File: src/cms_consts.svh
// Constants for the channel maintenance and status block
`ifndef CMS_CONSTS_SVH
`define CMS_CONSTS_SVH
// Register byte offsets
`define CMS_OFF_CTRL_A 12'h000
`define CMS_OFF_CTRL_B 12'h004
`define CMS_OFF_CARD 12'h008
`define CMS_OFF_STAT 12'h00c
`define CMS_OFF_GAIN_A 12'h010
`define CMS_OFF_GAIN_B 12'h014
// Channel control fields
`define CMS_CTL_LOOP 0
`define CMS_CTL_DEFER 1
`define CMS_CTL_DISABLE 2
`define CMS_CTL_CGA_LSB 3
`define CMS_CTL_CGA_MSB 4
`define CMS_CTL_OFFHOOK 5
`define CMS_CTL_RING 6
// Card control fields
`define CMS_CARD_MODE_LSB 0
`define CMS_CARD_MODE_MSB 1
`define CMS_CARD_BADSW 2
`define CMS_CARD_MAPPED 3
`define CMS_CARD_ALARM 4
// Reset values
`define CMS_CTL_RESET 32'h00000018
`define CMS_CARD_RESET 32'h00000000
// Gain: 0.1 dB steps, -17.4 dBm (code 0) to +8.0 dBm (code 254)
`define CMS_GAIN_MAX 8'hfe
`define CMS_GAIN_RESET 8'h0e
// Timing
`define CMS_CLK_HZ 40000000
`define CMS_SLOW_HALF_MS 1000
`define CMS_FAST_HZ 5
`define CMS_CGA_DELAY_MS 3000
`endif

File: src/cms_pkg.sv
// Types for the channel maintenance and status block
package cms_pkg;
    typedef enum logic [1:0] {CMS_CGA_RSVD, CMS_CGA_IDLE, CMS_CGA_BUSY, CMS_CGA_IDLE_BUSY} cms_cga_t;
    typedef enum logic [1:0] {CMS_MODE_EM, CMS_MODE_GS, CMS_MODE_LS, CMS_MODE_TO} cms_mode_t;
    typedef enum {CMS_ST_IN, CMS_ST_WAIT, CMS_ST_OUT} cms_state_t;
endpackage

File: src/cms_chan_if.sv
// Bundle between the card top and one channel slice
`timescale 1ns/1ps
interface cms_chan_if;
    logic loop_req;
    logic defer_req;
    logic disable_req;
    logic [1:0] cga_type;
    logic off_hook;
    logic out_of_service;
    logic waiting;
    logic e_force;
    logic e_force_busy;
    modport top (output loop_req, defer_req, disable_req, cga_type, off_hook,
                 input out_of_service, waiting, e_force, e_force_busy);
    modport chan (input loop_req, defer_req, disable_req, cga_type, off_hook,
                  output out_of_service, waiting, e_force, e_force_busy);
endinterface

File: src/cms_chan.sv
// One channel: service state and trunk conditioning
`timescale 1ns/1ps
`include "cms_consts.svh"
module cms_chan #(
    parameter int DELAY_CYC = 120000000
) (
    // Clock and reset
    input wire logic clk_sys,
    input wire logic nrst,
    // Channel bundle
    cms_chan_if.chan ch
);
    import cms_pkg::*;
    cms_state_t state;
    logic [31:0] cga_cnt;
    logic force_active;

    initial
    begin
        if (DELAY_CYC < 1)
            $error("DELAY_CYC must be positive");
    end

    // Service state; deferred removal waits for on-hook
    // removal paths
    always_ff @(posedge clk_sys or negedge nrst)
    begin
        if (!nrst)
            state <= CMS_ST_IN;
        else
            case (state)
                CMS_ST_IN:
                    if (ch.disable_req)
                        state <= CMS_ST_OUT;
                    else if (ch.defer_req)
                        state <= ch.off_hook ? CMS_ST_WAIT : CMS_ST_OUT;
                CMS_ST_WAIT:
                    if (ch.disable_req || !ch.off_hook)
                        state <= CMS_ST_OUT;
                    else if (!ch.defer_req)
                        state <= CMS_ST_IN;
                CMS_ST_OUT:
                    if (!ch.disable_req && !ch.defer_req)
                        state <= CMS_ST_IN;
                default:
                    state <= CMS_ST_IN;
            endcase
    end

    assign ch.out_of_service = (state == CMS_ST_OUT);
    assign ch.waiting = (state == CMS_ST_WAIT);
    assign force_active = ch.out_of_service || ch.loop_req;
    assign ch.e_force = force_active;

    // Idle-to-busy timer for the third alarm type; loopback shows final state
    always_ff @(posedge clk_sys or negedge nrst)
    begin
        if (!nrst)
            cga_cnt <= 32'h0;
        else if (!ch.out_of_service)
            cga_cnt <= 32'h0;
        else if (cga_cnt < DELAY_CYC)
            cga_cnt <= cga_cnt + 32'h1;
    end

    always_comb
    begin
        case (ch.cga_type)
            CMS_CGA_IDLE: ch.e_force_busy = 1'b0;
            CMS_CGA_BUSY: ch.e_force_busy = 1'b1;
            default: ch.e_force_busy = ch.loop_req || (cga_cnt >= DELAY_CYC);
        endcase
    end

    // Disable takes the channel out in one edge
    property p_disable_now;
        @(posedge clk_sys) disable iff (!nrst)
        ch.disable_req |=> ch.out_of_service;
    endproperty
    a_disable_now: assert property (p_disable_now) else $error("disable not immediate");

    // Deferred request never drops a busy call
    property p_defer_keeps_call;
        @(posedge clk_sys) disable iff (!nrst)
        (state == CMS_ST_IN && ch.defer_req && !ch.disable_req && ch.off_hook) |=> ch.waiting;
    endproperty
    a_defer_keeps_call: assert property (p_defer_keeps_call) else $error("call dropped");

    // Type one is idle, type two busy
    property p_cga_types;
        @(posedge clk_sys) disable iff (!nrst)
        ch.e_force |-> ((ch.cga_type != CMS_CGA_IDLE) || !ch.e_force_busy)
                      && ((ch.cga_type != CMS_CGA_BUSY) || ch.e_force_busy);
    endproperty
    a_cga_types: assert property (p_cga_types) else $error("alarm type wrong");
endmodule

File: src/cms_top.sv
// Dual channel maintenance and status logic with APB registers
//
// Behaviour
// - Loop network PCM back per channel on command
// - Loopback drives E-lead to final alarm state
// - Customer voice path is never looped back
// - Deferred removal waits until channel idle
// - Unconditional disable removes channel at once
// - Out of service forces signalling per alarm
// - Out of service blinks one second cadence
// - Idle channel indicator stays dark
// - Busy channel indicator stays lit
// - Ringing channel indicator follows ringing cadence
// - Bad switches blink five times per second
// - Transmission-only blinks on alarm or unmapped
// - Transmission-only mapped and clear stays lit
// - Transmit gain in 0.1 dB steps
// - Transmission-only robs no PCM bits
// - Ground-start tandem: voice channel one only
// - Loop-start tandem: two independent circuits
// - Alarm types idle, busy, idle-then-busy; default three
//
// Implementation choices: the APB slave port and the address map.
`timescale 1ns/1ps
`include "cms_consts.svh"
module cms_top #(
    parameter int CLK_HZ = `CMS_CLK_HZ,
    parameter int CGA_DELAY_CYC = (`CMS_CGA_DELAY_MS / 1000) * `CMS_CLK_HZ
) (
    // Clock and reset
    input wire logic clk_sys,
    input wire logic nrst,
    // APB slave
    input wire logic psel,
    input wire logic penable,
    input wire logic pwrite,
    input wire logic [11:0] paddr,
    input wire logic [31:0] pwdata,
    output logic [31:0] prdata,
    output logic pready,
    output logic pslverr,
    // Network PCM per channel (A, B)
    input wire logic [7:0] pcm_net_in_a,
    input wire logic [7:0] pcm_net_in_b,
    output logic [7:0] pcm_net_out_a,
    output logic [7:0] pcm_net_out_b,
    // Customer side encoded voice per channel
    input wire logic [7:0] pcm_cust_in_a,
    input wire logic [7:0] pcm_cust_in_b,
    output logic [7:0] pcm_cust_out_a,
    output logic [7:0] pcm_cust_out_b,
    // Trunk signalling
    input wire logic [1:0] sig_net_in_a,
    input wire logic [1:0] sig_net_in_b,
    input wire logic m_lead_a,
    input wire logic m_lead_b,
    output logic e_lead_a,
    output logic e_lead_b,
    output logic [1:0] sig_net_out_a,
    output logic [1:0] sig_net_out_b,
    output logic rob_bits_en,
    // Gains and indicators
    output logic [7:0] tx_gain_a,
    output logic [7:0] tx_gain_b,
    output logic led_a,
    output logic led_b
);
    import cms_pkg::*;
    localparam int SLOW_HALF = int'(longint'(CLK_HZ) * `CMS_SLOW_HALF_MS / 1000);
    localparam int FAST_HALF = CLK_HZ / (2 * `CMS_FAST_HZ);

    initial
    begin
        if (CLK_HZ < 2 * `CMS_FAST_HZ || CGA_DELAY_CYC < 1 || SLOW_HALF < 1)
            $error("clock rate or alarm delay out of range");
    end

    logic [31:0] ctrl [2];
    logic [31:0] card;
    logic [7:0] gain [2];
    logic [31:0] tb_slow;
    logic [31:0] tb_fast;
    logic blink_slow;
    logic blink_fast;
    logic [1:0] oos;
    logic [1:0] wait_st;
    logic [1:0] ef;
    logic [1:0] efb;
    logic [1:0] led;
    logic [1:0] e_out;
    logic [1:0] sig_out [2];
    logic [7:0] net_out [2];
    logic [7:0] cust_out [2];
    logic [7:0] net_in [2];
    logic [7:0] cust_in [2];
    logic [1:0] sig_in [2];
    logic [1:0] m_in;
    cms_mode_t mode;
    logic wr_en;
    logic rd_en;
    logic addr_ok;

    assign mode = cms_mode_t'(card[`CMS_CARD_MODE_MSB:`CMS_CARD_MODE_LSB]);
    assign net_in[0] = pcm_net_in_a;
    assign net_in[1] = pcm_net_in_b;
    assign cust_in[0] = pcm_cust_in_a;
    assign cust_in[1] = pcm_cust_in_b;
    assign sig_in[0] = sig_net_in_a;
    assign sig_in[1] = sig_net_in_b;
    assign m_in = {m_lead_b, m_lead_a};

    // APB decode; zero wait states
    assign pready = 1'b1;
    assign wr_en = psel && penable && pwrite;
    assign rd_en = psel && penable && !pwrite;
    always_comb
    begin
        case (paddr)
            `CMS_OFF_CTRL_A, `CMS_OFF_CTRL_B, `CMS_OFF_CARD,
            `CMS_OFF_STAT, `CMS_OFF_GAIN_A, `CMS_OFF_GAIN_B: addr_ok = 1'b1;
            default: addr_ok = 1'b0;
        endcase
    end
    assign pslverr = psel && penable && !addr_ok;

    // Register writes
    always_ff @(posedge clk_sys or negedge nrst)
    begin
        if (!nrst)
        begin
            ctrl[0] <= `CMS_CTL_RESET;
            ctrl[1] <= `CMS_CTL_RESET;
            card <= `CMS_CARD_RESET;
        end
        else if (wr_en)
        begin
            if (paddr == `CMS_OFF_CTRL_A)
                ctrl[0] <= {25'h0, pwdata[6:0]};
            if (paddr == `CMS_OFF_CTRL_B)
                ctrl[1] <= {25'h0, pwdata[6:0]};
            if (paddr == `CMS_OFF_CARD)
                card <= {27'h0, pwdata[4:0]};
        end
    end

    // Gain provisioning, clamped to +8.0 dBm top code
    // gain step codes
    always_ff @(posedge clk_sys or negedge nrst)
    begin
        if (!nrst)
        begin
            gain[0] <= `CMS_GAIN_RESET;
            gain[1] <= `CMS_GAIN_RESET;
        end
        else if (wr_en)
        begin
            if (paddr == `CMS_OFF_GAIN_A)
                gain[0] <= (pwdata[7:0] > `CMS_GAIN_MAX) ? `CMS_GAIN_MAX : pwdata[7:0];
            if (paddr == `CMS_OFF_GAIN_B)
                gain[1] <= (pwdata[7:0] > `CMS_GAIN_MAX) ? `CMS_GAIN_MAX : pwdata[7:0];
        end
    end
    assign tx_gain_a = gain[0];
    assign tx_gain_b = gain[1];

    // Read data registered in setup phase
    always_ff @(posedge clk_sys or negedge nrst)
    begin
        if (!nrst)
            prdata <= 32'h0;
        else if (psel && !penable && !pwrite)
            case (paddr)
                `CMS_OFF_CTRL_A: prdata <= ctrl[0];
                `CMS_OFF_CTRL_B: prdata <= ctrl[1];
                `CMS_OFF_CARD: prdata <= card;
                `CMS_OFF_STAT: prdata <= {24'h0, led, wait_st, oos, m_in};
                `CMS_OFF_GAIN_A: prdata <= {24'h0, gain[0]};
                `CMS_OFF_GAIN_B: prdata <= {24'h0, gain[1]};
                default: prdata <= 32'h0;
            endcase
    end

    always_ff @(posedge clk_sys or negedge nrst)
    begin
        if (!nrst)
        begin
            tb_slow <= 32'h0;
            blink_slow <= 1'b0;
        end
        else if (tb_slow >= 32'(SLOW_HALF - 1))
        begin
            tb_slow <= 32'h0;
            blink_slow <= !blink_slow;
        end
        else
            tb_slow <= tb_slow + 32'h1;
    end

    always_ff @(posedge clk_sys or negedge nrst)
    begin
        if (!nrst)
        begin
            tb_fast <= 32'h0;
            blink_fast <= 1'b0;
        end
        else if (tb_fast >= 32'(FAST_HALF - 1))
        begin
            tb_fast <= 32'h0;
            blink_fast <= !blink_fast;
        end
        else
            tb_fast <= tb_fast + 32'h1;
    end

    // Channel slices
    for (genvar i = 0; i < 2; i++)
    begin : g_ch
        cms_chan_if cif ();
        assign cif.loop_req = ctrl[i][`CMS_CTL_LOOP];
        assign cif.defer_req = ctrl[i][`CMS_CTL_DEFER];
        assign cif.disable_req = ctrl[i][`CMS_CTL_DISABLE];
        assign cif.cga_type = ctrl[i][`CMS_CTL_CGA_MSB:`CMS_CTL_CGA_LSB];
        assign cif.off_hook = ctrl[i][`CMS_CTL_OFFHOOK] | m_in[i];
        assign oos[i] = cif.out_of_service;
        assign wait_st[i] = cif.waiting;
        assign ef[i] = cif.e_force;
        assign efb[i] = cif.e_force_busy;
        cms_chan #(.DELAY_CYC(CGA_DELAY_CYC)) u_chan (
            .clk_sys(clk_sys),
            .nrst(nrst),
            .ch(cif)
        );

        // Datapath; loopback returns network data, customer leg muted
        always_ff @(posedge clk_sys or negedge nrst)
        begin
            if (!nrst)
            begin
                net_out[i] <= 8'h0;
                cust_out[i] <= 8'hff;
            end
            else
            begin
                if (ctrl[i][`CMS_CTL_LOOP])
                    net_out[i] <= net_in[i];
                // ground start voice only on channel one
                else if (mode == CMS_MODE_GS && i == 1)
                    net_out[i] <= 8'hff;
                else
                    net_out[i] <= cust_in[i];
                if (ctrl[i][`CMS_CTL_LOOP] || (mode == CMS_MODE_GS && i == 1))
                    cust_out[i] <= 8'hff;
                else
                    cust_out[i] <= net_in[i];
            end
        end

        // Trunk signalling; forced state overrides the live leads
        always_ff @(posedge clk_sys or negedge nrst)
        begin
            if (!nrst)
            begin
                e_out[i] <= 1'b0;
                sig_out[i] <= 2'b00;
            end
            else if (ef[i])
            begin
                e_out[i] <= efb[i];
                sig_out[i] <= {2{efb[i]}};
            end
            // both lead sets carry ground-start states
            else if (mode == CMS_MODE_GS)
            begin
                e_out[i] <= sig_in[0][i];
                sig_out[i] <= {m_in[1], m_in[0]};
            end
            else
            begin
                e_out[i] <= sig_in[i][0];
                sig_out[i] <= {2{m_in[i]}};
            end
        end

        always_comb
        begin
            if (mode == CMS_MODE_TO)
                led[i] = (card[`CMS_CARD_ALARM] || !card[`CMS_CARD_MAPPED]) ? blink_slow : 1'b1;
            else if (card[`CMS_CARD_BADSW])
                led[i] = blink_fast;
            else if (oos[i])
                led[i] = blink_slow;
            else if (ctrl[i][`CMS_CTL_RING])
                led[i] = sig_in[i][1];
            else
                led[i] = cif.off_hook;
        end
    end

    assign pcm_net_out_a = net_out[0];
    assign pcm_net_out_b = net_out[1];
    assign pcm_cust_out_a = cust_out[0];
    assign pcm_cust_out_b = cust_out[1];
    assign e_lead_a = e_out[0];
    assign e_lead_b = e_out[1];
    assign sig_net_out_a = sig_out[0];
    assign sig_net_out_b = sig_out[1];
    assign rob_bits_en = (mode != CMS_MODE_TO);
    assign led_a = led[0];
    assign led_b = led[1];

    // Loopback returns network data next edge
    property p_loop;
        @(posedge clk_sys) disable iff (!nrst)
        ctrl[0][`CMS_CTL_LOOP] |=> (pcm_net_out_a == $past(pcm_net_in_a));
    endproperty
    a_loop: assert property (p_loop) else $error("loopback data wrong");

    property p_loop_e;
        @(posedge clk_sys) disable iff (!nrst)
        (ctrl[0][`CMS_CTL_LOOP] && ctrl[0][4:3] == 2'd2) |=> e_lead_a;
    endproperty
    a_loop_e: assert property (p_loop_e) else $error("loop E-lead wrong");

    property p_no_cust_loop;
        @(posedge clk_sys) disable iff (!nrst)
        ctrl[0][`CMS_CTL_LOOP] |=> (pcm_cust_out_a == 8'hff);
    endproperty
    a_no_cust_loop: assert property (p_no_cust_loop) else $error("customer looped");

    property p_force;
        @(posedge clk_sys) disable iff (!nrst)
        (oos[0] && efb[0]) |=> (sig_net_out_a == 2'b11);
    endproperty
    a_force: assert property (p_force) else $error("forced signalling wrong");

    property p_badsw;
        @(posedge clk_sys) disable iff (!nrst)
        (mode != CMS_MODE_TO && card[`CMS_CARD_BADSW]) |-> (led_a == blink_fast);
    endproperty
    a_badsw: assert property (p_badsw) else $error("bad switch led");

    property p_to_lit;
        @(posedge clk_sys) disable iff (!nrst)
        (mode == CMS_MODE_TO && card[`CMS_CARD_MAPPED] && !card[`CMS_CARD_ALARM]) |-> led_a;
    endproperty
    a_to_lit: assert property (p_to_lit) else $error("mapped led not lit");

    property p_rob;
        @(posedge clk_sys) disable iff (!nrst)
        (mode == CMS_MODE_TO) |-> !rob_bits_en;
    endproperty
    a_rob: assert property (p_rob) else $error("bits robbed");

    property p_idle_dark;
        @(posedge clk_sys) disable iff (!nrst)
        (mode != CMS_MODE_TO && !card[`CMS_CARD_BADSW] && !oos[0]
         && !ctrl[0][`CMS_CTL_RING] && !ctrl[0][`CMS_CTL_OFFHOOK] && !m_lead_a) |-> !led_a;
    endproperty
    a_idle_dark: assert property (p_idle_dark) else $error("idle led lit");

    c_loop: cover property (@(posedge clk_sys) disable iff (!nrst) ctrl[0][`CMS_CTL_LOOP]);
    c_wait: cover property (@(posedge clk_sys) disable iff (!nrst) wait_st[0] ##1 oos[0]);
    c_oos_blink: cover property (@(posedge clk_sys) disable iff (!nrst) oos[1] && led_b);
endmodule

File: config.mk
export PLATFORM = sky130hd
export DESIGN_NAME = cms_top
export DESIGN_NICKNAME = d
export VERILOG_FILES = /design/src/cms_pkg.sv /design/src/cms_chan_if.sv /design/src/cms_chan.sv /design/src/cms_top.sv
export VERILOG_INCLUDE_DIRS = /design/src
export SDC_FILE = /design/constraint.sdc
export NUM_CORES = 1
export LEC_CHECK = 0
export BUFFER_PORTS_ARGS = -buffer_cell sky130_fd_sc_hd__clkbuf_2
export CORE_MARGIN = 1.5
export CORE_UTILIZATION = 58
export CTS_BUF_LIST = sky130_fd_sc_hd__clkbuf_8
export DETAILED_ROUTE_END_ITERATION = 12
export PLACE_DENSITY = 0.82
export REMOVE_ABC_BUFFERS = 1
export SYNTH_ARGS = -nofsm -noshare
export SYNTH_HDL_FRONTEND = slang
export SYNTH_SLANG_ARGS = --single-unit
File: constraint.sdc
create_clock -name clk_sys -period 2.9 [get_ports clk_sys]
set_input_delay 0.725 -clock clk_sys [delete_from_list [all_inputs] [get_ports clk_sys]]
set_output_delay 0.725 -clock clk_sys [all_outputs]
set_load 0.05 [all_outputs]
==> run_results.csv <==
group,metric,value,unit
outcome,status,"completed",
layout,final_cell_mix,"dfrtp_1, clkbuf_2, nor2_1, nand2_1",
layout,area_delta_synth_final,16.6,%
routing,vias,8184,
sta,slew_headroom,45.6,%
setup_path,reg2reg_slack,0.44,ns
power_and_ir_drop,leakage,5.34,nW
routing,ant_nets,0,
clock_network,clock_sinks,215,
grt,grt_use_met2,42.0,%
synth,yosysWarnings,0,
sta,drv_slew,0,
sta,fmax,364,MHz
synth,syn_inst,1010,
setup_path,startpoint_type,"register",
floorplanning,start_util,59.4,%
sta,hold_violations,0,
sta,hold-worst-slack,0.224,ns
routing,drc,0,
routing,firstDrtPassIters,5,
grt,first_global_vias,7887,
setup_path,critPathSlowestCell,"dfrtp_1",
setup_path,rr_endpoint,"g_ch[0].u_chan.cga_cnt[25]",
setup_path,crit_path_start,"g_ch[0].u_chan.state[1]",
layout,fillers,1319,
clock_network,postCtsHoldBufs,0,
layout,nNetsFinal,1270,
sta,setup_viol,0,
place,gp_congestion,0.847,
synth,ys_seq_elements,215,
floorplanning,rows,48,
routing,wire_per_inst,16.1,um
run,drv_cap,0,
grt,grt_max_degree,78,
clock_network,cts_buffers,37,
setup_path,cp.required,2.17,ns
sta,rsz0062_at_grt,"false",
min_path,hold_path.class,"in -> async",
grt,grtUsageTotal,25.7,%
routing,wirelength,23.0,mm
clock_network,cts_resized,0,
synth,ys.flop_type,"dfrtp_1",
grt,met1_usage,35.3,%
setup_path,critPathMaxFanout,7,
floorplanning,die_w,136,um
clock_network,clk_pin_slew,0.06,ns
sta,setup_ws,0.151,ns
sta,period_needed,2.75,ns
setup_path,slowest_delay,0.45,ns
synth,synth.cell_area,10300,sq um
place,preCtsSetupSlack,0.110,ns
floorplanning,die-area,18600,sq um
setup_path,path_buf_inv,2,
clock_network,clock_latency,0.53,ns
setup_path,cp_top_family,"compound AO/OA/AOI/OAI gates",
sta,final.setup.tns,0,ns
floorplanning,pin_count,178,
place,hpwlAfterDp,16.2,mm
setup_path,crit-reg2reg-launch,"g_ch[0].u_chan.cga_cnt[14]",
grt,overflow,0,
power_and_ir_drop,max-vdd-ir-drop,0.372,mV
clock_network,postCtsSetupRepairBufs,0,
grt,antenna_found_initial,0,
floorplanning,core_area,17400,sq um
clock_network,htree_num_levels,2,
sta,worstMarginPinSlew,0.815,ns
grt,grt-busiest-layer,"met2",
setup_path,reg2regPathDepth,6,
sta,fin_crit_sh,94.8,%
clock_network,cts_tree,"done",
grt,grt_pass1_wl,38.3,mm
setup_path,critPathCaptureType,"output pin",
layout,antenna_cells,0,
place,port_buffers,128,
sta,fin_skew,0.0282,ns
layout,layout_commonest_cell,"dfrtp_1",
routing,via_per_inst,5.73,
power_and_ir_drop,powerDensity,547,nW/um^2
layout,drive_above_1_share,25.3,%
synth,synth_cell_type_count,69,
synth,synth_seq_area_share,52.5,%
setup_path,path_cells,"nor2b_1, o311ai_0, a21boi_0, inv_1, clkbuf_2",
clock_network,clk_path_buf_depth,3,
routing,drt_iter0_markers,551,
synth,syn_area_per_cell,10.2,sq um
synth,synth_edf_count,0,
clock_network,cts_root_buf,"clkbuf_8",
setup_path,arrival,2.02,ns
grt,grt_use_met3,4.40,%
synth,async_reset_ff_share,100,%
floorplanning,dieHeight,136,um
setup_path,crit_type,"reg -> out",
==> worst max-delay path by stage <==
stage          cells after the start      end  slack [ns]
2_1_floorplan                      4  ctrl[1]      -0.008
3_3_place_gp                       5  card[1]        0.11
3_5_place_dp                       5  card[1]        0.11
4_1_cts                            5    led_a        0.14
5_1_grt                            5    led_a        0.03
6_report                           5    led_a        0.15
==> cell type report <==
cell class / instances / area, sq um / share of cell area (%)
Inverter: 28 / 105 / 0.874
Sequential cell: 215 / 5410 / 45.0
Clock inverter: 20 / 86.3 / 0.718
Tap cell: 225 / 282 / 2.34
Timing Repair Buffer: 154 / 882 / 7.34
Clock buffer: 48 / 661 / 5.49
Multi-Input combinational cell: 739 / 4590 / 38.2
==> stage by stage <==
step	power (mW)	cells	area (sq um)	utilization [%]
2_1_floorplan	3.63	982	10100	-
5_1_grt	6.83	1429	12000	69.3
3_5_place_dp	3.93	1361	11300	65.0
6_report	6.58	1429	12000	69.3
4_1_cts	6.63	1429	12000	69.3
3_3_place_gp	3.90	1361	11300	65.0
==> logic make-up after synthesis <==
| family | after synthesis | synth area share, % |
|---|---|---|
| DFF | 215 | 52.5 |
| buffers and inverters | 95 | 4.48 |
| muxes | 48 | 5.39 |
| and+or+nand+nor | 418 | 22.0 |
| other | 2 | 0.0729 |
| AOI/OAI and AO/OA | 179 | 10.8 |
| adders and majority gates | 8 | 0.971 |
| xor gates and xnor gates | 45 | 3.82 |
==> metal layers <==
layer  wire length, um  part of all wire (%)
met4               438                   1.9
met1             10100                    44
met2             11000                    48
met5                 0                     0
met3              1390                   6.1
==> worst register-to-register path, stage by stage (launching register included) <==
cell       delay (ns)
dfrtp_1          0.41
or4_1            0.55
o2111ai_1        0.27
a21oi_2          0.22
buf_4            0.26
or4_1            0.51
a21oi_1          0.16
==> sequential cells by signal (all words and copies together) (netlist names), 2 cells and up <==
name	count
prdata	8
ctrl	14
tb_fast	32
g_ch.u_chan.cga_cnt	64
pcm_cust_out_a	8
pcm_cust_out_b	8
tx_gain_b	8
g_ch.u_chan.state	4
card	5
tx_gain_a	8
sig_net_out_a	2
pcm_net_out_a	8
pcm_net_out_b	8
sig_net_out_b	2
tb_slow	32
==> Yosys cell counts, types with 11 or more instances <==
cell type,count,share of area (%)
xnor2_1,23,2.0
xor2_1,22,1.9
nor2_1,82,3.0
or3_1,39,2.4
and3_1,11,0.67
dfstp_2,26,6.6
o31ai_1,18,1.3
and2_1,14,0.85
nand3_1,51,2.5
or4_1,21,1.5
nand2_1,74,2.7
clkbuf_1,33,1.2
nor4_1,20,1.2
mux2_2,32,3.5
dfrtp_1,189,46
nand4_1,26,1.6
inv_1,28,1.0
or2_2,16,0.97
buf_4,25,1.8
o21ai_0,53,2.6
a21oi_1,54,2.6
nor3_1,21,1.0
==> where the power goes <==
group,internal [mW],leakage [nW],switching (mW)
Clock,1.48,0.437,1.21
Combinational,0.200,2.13,0.504
Sequential,3.10,2.77,0.0777
Total,4.78,5.34,1.79
No activity file was read; power rests on OpenSTA's default activity.
